### src/hw/eip_pkg.sv
// Purpose: Shared constants and types for the external interrupt pin select block
// Assumes: Special-function register space with 8-bit address and 4-bit page select
// Notes: Bit positions and pin indices of port 0 are given here once

package eip_pkg;

  // Special-function address and page of the configuration register
  localparam logic [7:0] EIP_CFG_ADDR = 8'hE4;
  localparam logic [3:0] EIP_CFG_PAGE = 4'hF;

  // Reset value of the configuration register
  localparam logic [7:0] EIP_CFG_RESET = 8'h01;

  // Field positions inside the configuration register
  localparam int EIP_IRQ1_POL_BIT = 7;
  localparam int EIP_IRQ1_SEL_LSB = 4;
  localparam int EIP_IRQ0_POL_BIT = 3;
  localparam int EIP_IRQ0_SEL_LSB = 0;
  localparam int EIP_SEL_WIDTH = 3;

  // Port 0 width and the pins the oscillator occupies
  localparam int EIP_PORT_WIDTH = 8;
  localparam int EIP_OSC_PIN_A_IDX = 2;
  localparam int EIP_OSC_PIN_B_IDX = 3;

  // Number of external interrupt channels
  localparam int EIP_NUM_IRQ = 2;

  // Empty read answer
  localparam logic [7:0] EIP_READ_ZERO = 8'h00;

  // External oscillator configuration types
  typedef enum logic [1:0]
  {
    EIP_OSC_CRYSTAL,
    EIP_OSC_CAPACITOR,
    EIP_OSC_RC,
    EIP_OSC_CMOS
  } eip_osc_mode_e;

endpackage : eip_pkg

### src/hw/eip_ext_irq_select.sv
// Purpose: External interrupt pin selection, polarity and port 0 pin claiming
// Assumes: Port 0 pins arrive asynchronously; special-function strobes are synchronous
// Notes: Interrupt inputs only observe pins and never drive them

// Summary of operation
// - Bit 7 sets second interrupt polarity
// - Bit 3 sets first interrupt polarity
// - Bits 6:4 pick second interrupt pin
// - Bits 2:0 pick first interrupt pin
// - Sampling never disturbs pin or routed peripheral
// - Crossbar never routes peripherals to skipped pins
// - Register answers at 0xE4, page F
// - Crystal mode takes pins 2 and 3
// - Other oscillator modes take only pin 3
// - Type bit chooses edge or level sensitivity
// - Edge mode flag clears on vectoring
// - Level mode flag follows active input
module eip_ext_irq_select
  import eip_pkg::*;
#(
  parameter int PORT_WIDTH = EIP_PORT_WIDTH,
  parameter int SEL_WIDTH = EIP_SEL_WIDTH
)
(
  input wire logic core_clk,
  input wire logic srst,
  input wire logic [7:0] sfr_addr,
  input wire logic [3:0] sfr_page,
  input wire logic sfr_wr,
  input wire logic sfr_rd,
  input wire logic [7:0] sfr_wdata,
  output logic [7:0] sfr_rdata,
  input wire logic [PORT_WIDTH-1:0] port0_in,
  input wire logic irq0_type,
  input wire logic irq1_type,
  input wire logic [EIP_NUM_IRQ-1:0] irq_vector_ack,
  input wire logic [EIP_NUM_IRQ-1:0] irq_sw_set,
  input wire logic [EIP_NUM_IRQ-1:0] irq_sw_clr,
  output logic irq0_pending,
  output logic irq1_pending,
  output logic external_irq_a,
  output logic external_irq_b,
  input wire logic [PORT_WIDTH-1:0] crossbar_skip_reg,
  input wire logic [PORT_WIDTH-1:0] periph_pin_request,
  output logic [PORT_WIDTH-1:0] crossbar_pin_grant,
  input wire logic ext_osc_enable,
  input wire eip_osc_mode_e ext_osc_control,
  output logic [PORT_WIDTH-1:0] osc_pin_claim,
  output logic osc_pin_a,
  output logic osc_pin_b
);

  // Refuse port widths the three-bit selectors cannot address exactly
  if (PORT_WIDTH != (1 << SEL_WIDTH) || SEL_WIDTH != EIP_SEL_WIDTH)
  begin : g_bad_width
    $error("eip_ext_irq_select: PORT_WIDTH must equal 2**SEL_WIDTH with SEL_WIDTH 3");
  end

  // Complete block state
  typedef struct packed
  {
    logic [7:0] cfg; // Configuration register
    logic [PORT_WIDTH-1:0] sync1; // First synchroniser stage
    logic [PORT_WIDTH-1:0] sync2; // Second synchroniser stage
    logic [EIP_NUM_IRQ-1:0] active; // Polarity corrected selected pins
    logic [7:0] rdata; // Read answer
    logic [PORT_WIDTH-1:0] grant; // Crossbar pin grants
    logic [PORT_WIDTH-1:0] claim; // Oscillator pin claims
  } eip_top_s;

  eip_top_s st; // Registered state
  eip_top_s next_st; // Next state
  logic cfg_hit; // Access targets configuration register
  logic [EIP_NUM_IRQ-1:0] pend; // Pending flags from channels
  logic [EIP_NUM_IRQ-1:0] type_bits; // Edge/level selects

  // Pick a synchronised pin and apply polarity; 1 means active
  function automatic logic pin_active(
    input logic [PORT_WIDTH-1:0] pins,
    input logic [SEL_WIDTH-1:0] sel,
    input logic pol
  );
    logic lvl;
    lvl = pins[sel];
    pin_active = pol ? lvl : ~lvl;
  endfunction : pin_active

  // Oscillator pins taken for a given mode
  function automatic logic [PORT_WIDTH-1:0] osc_pins(
    input logic en,
    input eip_osc_mode_e mode
  );
    logic [PORT_WIDTH-1:0] m;
    m = '0;
    if (en)
    begin
      unique case (mode)
        EIP_OSC_CRYSTAL:
        begin
          // Crystal or resonator across both pins
          m[EIP_OSC_PIN_A_IDX] = 1'b1;
          m[EIP_OSC_PIN_B_IDX] = 1'b1;
        end
        EIP_OSC_CAPACITOR, EIP_OSC_RC, EIP_OSC_CMOS:
        begin
          // Single input connection only
          m[EIP_OSC_PIN_B_IDX] = 1'b1;
        end
      endcase
    end
    osc_pins = m;
  endfunction : osc_pins

  // Address and page decode
  assign cfg_hit = (sfr_addr == EIP_CFG_ADDR) && (sfr_page == EIP_CFG_PAGE);
  assign type_bits = {irq1_type, irq0_type};

  // Next state of the whole block
  always_comb
  begin
    next_st = st;
    // Register write
    if (sfr_wr && cfg_hit)
    begin
      next_st.cfg = sfr_wdata;
    end
    // Registered read answer, zero when not addressed
    if (sfr_rd && cfg_hit)
    begin
      next_st.rdata = st.cfg;
    end
    else
    begin
      next_st.rdata = EIP_READ_ZERO;
    end
    // Two-stage synchroniser on all port 0 pins
    next_st.sync1 = port0_in;
    next_st.sync2 = st.sync1;
    // Selection and polarity on synchronised pins only; pins are read, never driven
    next_st.active[0] = pin_active(st.sync2, st.cfg[EIP_IRQ0_SEL_LSB +: SEL_WIDTH],
                                   st.cfg[EIP_IRQ0_POL_BIT]);
    next_st.active[1] = pin_active(st.sync2, st.cfg[EIP_IRQ1_SEL_LSB +: SEL_WIDTH],
                                   st.cfg[EIP_IRQ1_POL_BIT]);
    // Oscillator pin claims
    next_st.claim = osc_pins(ext_osc_enable, ext_osc_control);
    // Crossbar grants exclude skipped and oscillator pins
    next_st.grant = periph_pin_request & ~crossbar_skip_reg & ~next_st.claim;
  end

  // State register
  always_ff @(posedge core_clk)
  begin
    if (srst)
    begin
      st <= '0;
      st.cfg <= EIP_CFG_RESET;
    end
    else
    begin
      st <= next_st;
    end
  end

  // One pending-flag channel per external interrupt
  for (genvar i = 0; i < EIP_NUM_IRQ; i++)
  begin : g_chan
    eip_irq_channel u_chan
    (
      .core_clk(core_clk),
      .srst(srst),
      .active(st.active[i]),
      .edge_mode(type_bits[i]),
      .vector_ack(irq_vector_ack[i]),
      .sw_set(irq_sw_set[i]),
      .sw_clr(irq_sw_clr[i]),
      .pending(pend[i])
    );
  end

  // Outputs, all from flip-flops
  assign sfr_rdata = st.rdata;
  assign irq0_pending = pend[0];
  assign irq1_pending = pend[1];
  assign external_irq_a = st.active[0];
  assign external_irq_b = st.active[1];
  assign crossbar_pin_grant = st.grant;
  assign osc_pin_claim = st.claim;
  assign osc_pin_a = st.claim[EIP_OSC_PIN_A_IDX];
  assign osc_pin_b = st.claim[EIP_OSC_PIN_B_IDX];

endmodule : eip_ext_irq_select

### src/hw/eip_irq_channel.sv
// Purpose: Pending flag of one external interrupt, edge or level sensitive
// Assumes: active input is already synchronised and polarity corrected
// Notes: In edge mode a new edge wins over a clear in the same cycle

module eip_irq_channel
  import eip_pkg::*;
(
  input wire logic core_clk,
  input wire logic srst,
  input wire logic active,
  input wire logic edge_mode,
  input wire logic vector_ack,
  input wire logic sw_set,
  input wire logic sw_clr,
  output logic pending
);

  // Channel state
  typedef struct packed
  {
    logic pending; // Interrupt pending flag
    logic prev; // Active level one cycle ago
  } eip_chan_s;

  eip_chan_s st; // Registered state
  eip_chan_s next_st; // Next state

  // Flag update for both sensitivity modes
  always_comb
  begin
    next_st = st;
    next_st.prev = active;
    if (edge_mode)
    begin
      // Edge mode: set on inactive-to-active, cleared on vectoring
      if ((active && !st.prev) || sw_set)
      begin
        next_st.pending = 1'b1;
      end
      else if (vector_ack || sw_clr)
      begin
        next_st.pending = 1'b0;
      end
    end
    else
    begin
      // Level mode: flag simply follows the active input
      next_st.pending = active;
    end
  end

  // State register
  always_ff @(posedge core_clk)
  begin
    if (srst)
    begin
      st <= '0;
    end
    else
    begin
      st <= next_st;
    end
  end

  assign pending = st.pending;

endmodule : eip_irq_channel

### config.mk
export PLATFORM = sky130hd
export DESIGN_NAME = eip_ext_irq_select
export DESIGN_NICKNAME = d
export VERILOG_FILES = /design/src/hw/eip_pkg.sv /design/src/hw/eip_ext_irq_select.sv /design/src/hw/eip_irq_channel.sv
export SDC_FILE = /design/constraint.sdc
export NUM_CORES = 1
export LEC_CHECK = 0
export BUFFER_PORTS_ARGS = -buffer_cell sky130_fd_sc_hd__buf_2
export CAP_MARGIN = 20
export CORE_MARGIN = 2
export CORE_UTILIZATION = 43
export DETAILED_ROUTE_END_ITERATION = 10
export MAX_ROUTING_LAYER = met4
export PLACE_DENSITY = 0.75
export SYNTH_ARGS = -nofsm -noshare
export SYNTH_HDL_FRONTEND = slang
export SYNTH_SLANG_ARGS = --single-unit
export TNS_END_PERCENT = 5
### constraint.sdc
create_clock -name core_clk -period 1.4 [get_ports core_clk]
set_input_delay 0.21 -clock core_clk [delete_from_list [all_inputs] [get_ports core_clk]]
set_output_delay 0.21 -clock core_clk [all_outputs]
set_load 0.02 [all_outputs]
* Word-level counts from Yosys, hierarchy flattened *
Index checks and enable logic that the tools add are counted.

word-level totals
  bits in registers = 54
  input bits = 59
  output and inout port bits = 30
  logic and storage cells = 57

operators by class
  magnitude comparators = 2
  equality and inequality tests = 7
  muxes and demuxes = 15
  bitwise logic cells = 7
  reductions and logical operators = 14

operator list
  cell                  number
  $and A8 B8 Y8         2
  $mux W1               12
  $eq A8 B8 Y1 const B  1
  $lt A3 B4 Y1 const B  2
  $not A4 Y8            1
  $not A8 Y8            1
  $bmux W1 S3           2
  $ne A3 B1 Y1 const B  2
  $logic_and A1 B1 Y1   5
  $eq A2 B2 Y1 const B  2
  $eq A4 B4 Y1 const B  1
  $logic_or A1 B1 Y1    4
  $reduce_or A4 Y1      1
  $not A1 Y1            3
  $eq A2 B1 Y1 const B  1
  $logic_not A1 Y1      2
  $logic_not A2 Y1      1
  $mux W2               1
  $reduce_or A2 Y1      1

* Longest topological paths before layout *
Gate-level depths: netlist (run 1).

  word-level depth = 6
  mapped depth = 5

* Cells and area by module *
Synthesis (run 1) repeated with hierarchy kept, for this count alone.

second synthesis, totals
  cells, all modules = 174
  area, all modules = 1,869.3 µm²

by module, submodules not included
  module              times used  cells an instance  area an instance (µm²)
  eip_ext_irq_select  1           158                1,716.6
  eip_irq_channel     2           8                  76.3

* Least setup slack after synthesis (run 1) *
No wires, ideal clock.

  path type = reg2reg
  from = register st[42] in the netlist's numbering
  to = register st, in the netlist external_irq_a
  arrival time = 1,096 ps
  required time = 1,282 ps
  setup slack = 186 ps
  cell stages (with the launch flop) = 5
  path buffers = 1
  clock period less this slack = 1,214 ps
  cell sequence = dfxtp_1 -> buf_6 -> mux2i_1 -> mux4_2 -> mux2i_1

on the way
  cells in the longest elaborated chain, start to end = 4

ends and longest elaborated chain
  item                               RTL line                   RTL
  start: declaration                 eip_ext_irq_select.sv:71   eip_top_s st;
  start signal: assignment           eip_ext_irq_select.sv:160  st <= next_st;
  $bmux W1 S3 (*)                    eip_ext_irq_select.sv:84   lvl = pins[sel];
  $mux W1 (implied by the code) (*)  eip_ext_irq_select.sv:84
  $not A1 Y1                         eip_ext_irq_select.sv:85   pin_active = pol ? lvl : ~lvl;
  $mux W1 (*)                        eip_ext_irq_select.sv:85

Mark *: on every way between the ends. The rest lies on a longest branch, timed or not. The select of a mux whose other input is x is not followed.
A chain may end at the register's enable or synchronous reset.

* Worst setup path in the final report (run 1) *
Ends and elaborated chain as after synthesis.

==> flow_metrics.py, run 1 <==
metrics = {
    "clock_tree": {
        "path_clk_slew_ns": 0.09,
        "clock-root-buffer": "clkbuf_8",
        "cts.repair.resized": 0,
        "hold_buffers": 0,
        "cts_setup_buffers": 0,
        "h-tree-depth": 2,
        "cts.path.max_buffers": 2,
        "cts.sinks": 48,
        "clkLatencyLatePin_ns": 0.29,
        "cts_made_buffers": 5,
        "cts_tree": "done",
    },
    "layout": {
        "layout.nets": 297,
        "syn2layout_area_growth_pct": 22.5,
        "utilization": 0.536,
        "layoutNonFillerInstCount": 291,
        "drive_above_1_share": 0.414,
        "final_common_cell": "buf_2",
        "antenna_cells": 0,
        "fin_area_mm2": 0.00230,
        "layout_common_cells": "82 x buf_2, 48 x dfxtp_1, 20 x nor2b_1",
    },
    "route": {
        "wire_per_inst_um": 10.3,
        "dr.first_iter.drc_count": 33,
        "drc": 0,
        "vias_per_cell": 4.38,
        "wirelength_um": 3000,
        "vias": 1274,
        "drtAntennaViolNets": 0,
        "dr.pass1.iters": 2,
    },
    "synthesis": {
        "ys_async_sr_fraction": 0,
        "ys_ff_latch": 48,
        "synth_top_area_frac": 0.512,
        "yosysTopAreaCell": "dfxtp_1",
        "synthesis.area_per_instance_um2": 10.9,
        "syn-cell-area_mm2": 0.00188,
        "syn_inst": 173,
        "synth_edf_count": 0,
        "yosysWarnings": 0,
        "ys.flop_type": "dfxtp_1",
        "yosysSeqAreaShare": 0.512,
        "synthTopCellsByArea": "dfxtp_1 51%, mux2i_1 9.6%, buf_4 9.6%",
        "synth_cell_types": 23,
    },
    "critical_path": {
        "critPathMaxFanout": 6,
        "max_stage_delay_ns": 0.49,
        "crit_family": "multiplexers",
        "startpoint_type": "flip-flop",
        "crit_type": "flip-flop to flip-flop",
        "critical_path_buf_inv_count": 0,
        "cp-end-kind": "flip-flop",
        "slowest_stage": "mux4_2",
        "cp_common_cell": "mux2i_1",
        "cp_data_arrival_time_ns": 1.50,
        "cp_cell_sequence": "mux2i_1 > mux4_2 > mux2i_1",
        "cp.required_ns": 1.59,
    },
    "placed_design": {
        "dp.cells": 283,
        "numPortBuffers": 82,
        "placed_area_mm2": 0.00218,
        "place_congestion": 0.810,
        "dpl.hpwl_um": 2220,
        "post-place-ws_ns": 0.101,
    },
    "sta": {
        "drv_slew": 0,
        "fin_crit_sh": 0.937,
        "skew_ns": 0.00723,
        "min_period_ns": 1.31,
        "fmax_ghz": 0.763,
        "final-setup-viol-count": 0,
        "setup_ws_ns": 0.0887,
        "rsz0062_at_grt": "false",
        "setup_tns_ns": 0,
        "hold_viol": 0,
    },
    "floorplanning": {
        "io_pins": 89,
        "rows": 24,
        "die_w_um": 70.1,
        "die_y_um": 70.1,
        "core_area_mm2": 0.00429,
        "die_area_mm2": 0.00491,
        "initial_core_util": 0.437,
    },
    "global_route": {
        "grt_first_pass_wirelength_um": 4660,
        "grt_overflow_total": 0,
        "grt_max_degree": 48,
        "antenna_found_initial": 0,
        "grtUsageTotal": 0.127,
        "grt_pass1_vias": 1112,
    },
    "flow_run": {
        "max_cap_viol_count": 0,
    },
    "power_and_ir_drop": {
        "ir_drop_mv": 0.608,
        "power_density_mw_per_mm2": 1160,
        "leakage_nw": 1.15,
    },
    "min_path": {
        "hold_class": "primary input to flip-flop",
    },
    "outcome": {
        "status": "finished clean",
    },
}
## cells by family after synthesis
group,share of synthesized area
other cells,0.00200
flops,0.512
mux,0.120
compound gates,0.0133
simple gates,0.235
buf+inv,0.118
## per-stage QoR
| stage | hold slack [ns] | power [mW] |
|---|---|---|
| 2_1_floorplan | 0.286 | 1.60 |
| 3_3_place_gp | 0.370 | 1.68 |
| 3_5_place_dp | 0.374 | 1.69 |
| 4_1_cts | 0.0507 | 2.71 |
| 5_1_grt | 0.0487 | 2.78 |
| 6_report | 0.0630 | 2.66 |
## Yosys cell counts, types with 2 or more instances
cell type	number
dfxtp_1	48
buf_4	24
nor2b_1	20
mux2i_1	18
nand2b_1	13
and2_1	8
nor3b_1	8
clkbuf_1	5
nand2_1	5
nor2_1	4
a21oi_1	3
and4_1	2
buf_6	2
mux4_2	2
o21ai_0	2
or2_2	2
## worst reg2reg max path: stages (launching register included)
cell	delay [ns]
dfxtp_1	0.48
mux2i_1	0.11
mux4_2	0.49
mux2i_1	0.13
## sequential cells by signal, summed over array words and instances (netlist names)
name,count
crossbar_pin_grant,8
osc_pin_claim,2
sfr_rdata,8
g_chan.u_chan.st,2
external_irq_a,1
g_chan.u_chan.pending,2
external_irq_b,1
st,16
next_st,8
## cell type report
cell class	count	area (µm²)
repair buffers	84	438
well taps	52	65.1
fillers	406	1990
multi-input cells	99	714
clock inverters	2	38.8
clock buffers	6	82.6
flip-flops and latches	48	961
## layer usage
metal	wire [µm]	global-route usage
met4	46	0.0684
met5	0	-
met3	223	0.0491
met1	1230	0.124
met2	1500	0.218
## power by group
group	internal (mW)	switching, mW	leakage [nW]
registers	1.41	0.0141	0.394
logic	0.122	0.107	0.700
clock network	0.583	0.428	0.0614
total	2.11	0.550	1.15
## final timing paths
path	from	to	slack (ns)	cells after the start
max	st[42]	external_irq_a	0.09	3
min	crossbar_skip_reg[6]	crossbar_pin_grant[6]	0.06	2
max reg2reg	st[42]	external_irq_a	0.09	3
min reg2reg	next_st[28]	st[28]	0.44	1
No activity file was read; power rests on OpenSTA's default activity.
==> run 2: changes to the inputs <==
Settings changed: CORE_UTILIZATION 43 to 41.
Clock period 1.4 ns to 1.2 ns, I/O delays scaled along.
==> flow_metrics.py, run 2 (synthesis gave the netlist of run 1 again) <==
metrics = {
    "sta": {
        "hold_viol": 0,
        "fmax_ghz": 0.825,
        "setup_ws_ns": -0.0127,
        "rsz0062_at_grt": "true",
        "fin_crit_sh": 1.01,
        "min_period_ns": 1.21,
        "final-setup-viol-count": 2,
        "drv_slew": 0,
        "skew_ns": 0.00297,
    },
    "critical_path": {
        "max_stage_delay_ns": 0.48,
        "cp_data_arrival_time_ns": 1.40,
        "critPathMaxFanout": 6,
        "cp-startpoint": "st[42]",
        "cp-end-kind": "flip-flop",
        "crit_type": "flip-flop to flip-flop",
        "reg2reg_slack_ns": -0.01,
        "slowest_stage": "mux4_2",
        "r2r-start": "st[42]",
        "cp_common_cell": "mux2i_1",
        "cp.required_ns": 1.38,
        "startpoint_type": "flip-flop",
        "cp_cell_sequence": "mux2i_1 > mux4_2 > mux2i_1",
    },
    "clock_tree": {
        "cts_setup_buffers": 0,
        "cts.sinks": 48,
        "cts.path.max_buffers": 2,
        "clock-root-buffer": "clkbuf_8",
        "clkLatencyLatePin_ns": 0.29,
        "hold_buffers": 0,
        "cts_made_buffers": 5,
        "cts_tree": "done",
        "path_clk_slew_ns": 0.08,
        "cts.repair.resized": 4,
        "h-tree-depth": 2,
    },
    "global_route": {
        "antenna_found_initial": 0,
        "grt_pass1_vias": 1150,
        "grtUsageTotal": 0.127,
        "grt_max_degree": 48,
        "grt_first_pass_wirelength_um": 4800,
        "grt_overflow_total": 0,
    },
    "power_and_ir_drop": {
        "pwr-share-comb": 0.094,
        "internal-power_mw": 2.25,
        "power_frac_seq": 0.578,
        "p_clk_frac": 0.328,
        "power_density_mw_per_mm2": 1250,
        "ir_drop_mv": 0.915,
        "p_total_mw": 2.86,
        "switching_power_mw": 0.613,
        "swShare": 0.214,
        "leakage_nw": 1.15,
    },
    "placed_design": {
        "numPortBuffers": 82,
        "dpl.hpwl_um": 2290,
        "place_congestion": 0.716,
    },
    "layout": {
        "layout_common_cells": "82 x buf_2, 46 x dfxtp_1, 20 x nor2b_1",
        "largest_register_ffs": 16,
        "drive_above_1_share": 0.419,
        "largest_register": "st",
        "antenna_cells": 0,
        "final_common_cell": "buf_2",
        "layout.nets": 299,
        "utilization": 0.523,
        "syn2layout_area_growth_pct": 22.0,
    },
    "min_path": {
        "hold_class": "primary input to flip-flop",
        "hold_start": "crossbar_skip_reg[1]",
    },
    "floorplanning": {
        "rows": 24,
        "die_y_um": 71.7,
        "initial_core_util": 0.428,
        "core_area_mm2": 0.00438,
        "io_pins": 89,
        "die_w_um": 71.7,
        "die_area_mm2": 0.00514,
    },
    "route": {
        "vias": 1270,
        "wire_per_inst_um": 10.2,
        "dr.first_iter.drc_count": 26,
        "drtAntennaViolNets": 0,
        "vias_per_cell": 4.33,
        "drc": 0,
        "wirelength_um": 2990,
        "dr.pass1.iters": 4,
    },
    "outcome": {
        "violations": "negative setup slack",
        "status": "finished, violations left",
    },
    "flow_run": {
        "max_cap_viol_count": 0,
    },
}
==> run 2: cell count changes in the layout (fill, tap and decap cells not counted), sizes merged <==
cell	before	now
buf	84	86
clkinv	1	0
bufinv	1	0
clkbuf	6	8
==> run 2: worst max-delay path: cells and delay by family (launching register included) <==
kind,cells,cell delay (ns)
DFF,1,0.37
muxes,3,0.73
==> run 2: path summary, 6_finish.rpt <==
| check | cells after the start | endpoint |
|---|---|---|
| setup reg to reg | 3 | external_irq_a |
| hold reg to reg | 1 | st[31] |
| hold / removal | 2 | crossbar_pin_grant[1] |
| setup / recovery | 3 | external_irq_a |
==> run 2: final cells by class <==
cell class                 instances  area (µm²)
clock buffer                       8        90.1
fill                             408        2090
multi-input combinational         99         714
sequential                        48         968
tap                               52        65.1
timing repair buffer              86         453
==> run 2: power groups by stage <==
stage	Sequential [mW]	Clock, mW	Combinational, mW
2_1_floorplan	1.71	0	0.156
3_3_place_gp	1.70	0	0.266
3_5_place_dp	1.70	0	0.272
4_1_cts	1.66	0.976	0.272
5_1_grt	1.66	1.05	0.296
6_report	1.66	0.940	0.269
==> run 2: per-layer routing <==
metal | vias to the layer above | wire [µm] | share of wire | track usage
met5 | - | 0 | 0 | -
met4 | 0 | 27 | 0.0090 | 0.0566
met3 | 4 | 209 | 0.070 | 0.0577
met2 | 42 | 1490 | 0.50 | 0.215
met1 | 555 | 1260 | 0.42 | 0.123
li1 | 669 | - | - | -
==> run 2: through the flow <==
step | hold slack (ns) | worst slack, ns | cells | setup TNS [ns] | cell area (µm²)
6_report | 0.0400 | -0.0127 | 293 | -0.0150 | 2290
5_1_grt | 0.0135 | -0.0475 | 293 | -0.0742 | 2290
4_1_cts | 0.0261 | -0.0156 | 293 | -0.0173 | 2290
3_5_place_dp | 0.346 | -0.111 | 285 | -0.260 | 2190
3_3_place_gp | 0.342 | -0.0587 | 285 | -0.114 | 2190
2_1_floorplan | 0.256 | -0.0137 | 178 | -0.0265 | 1900
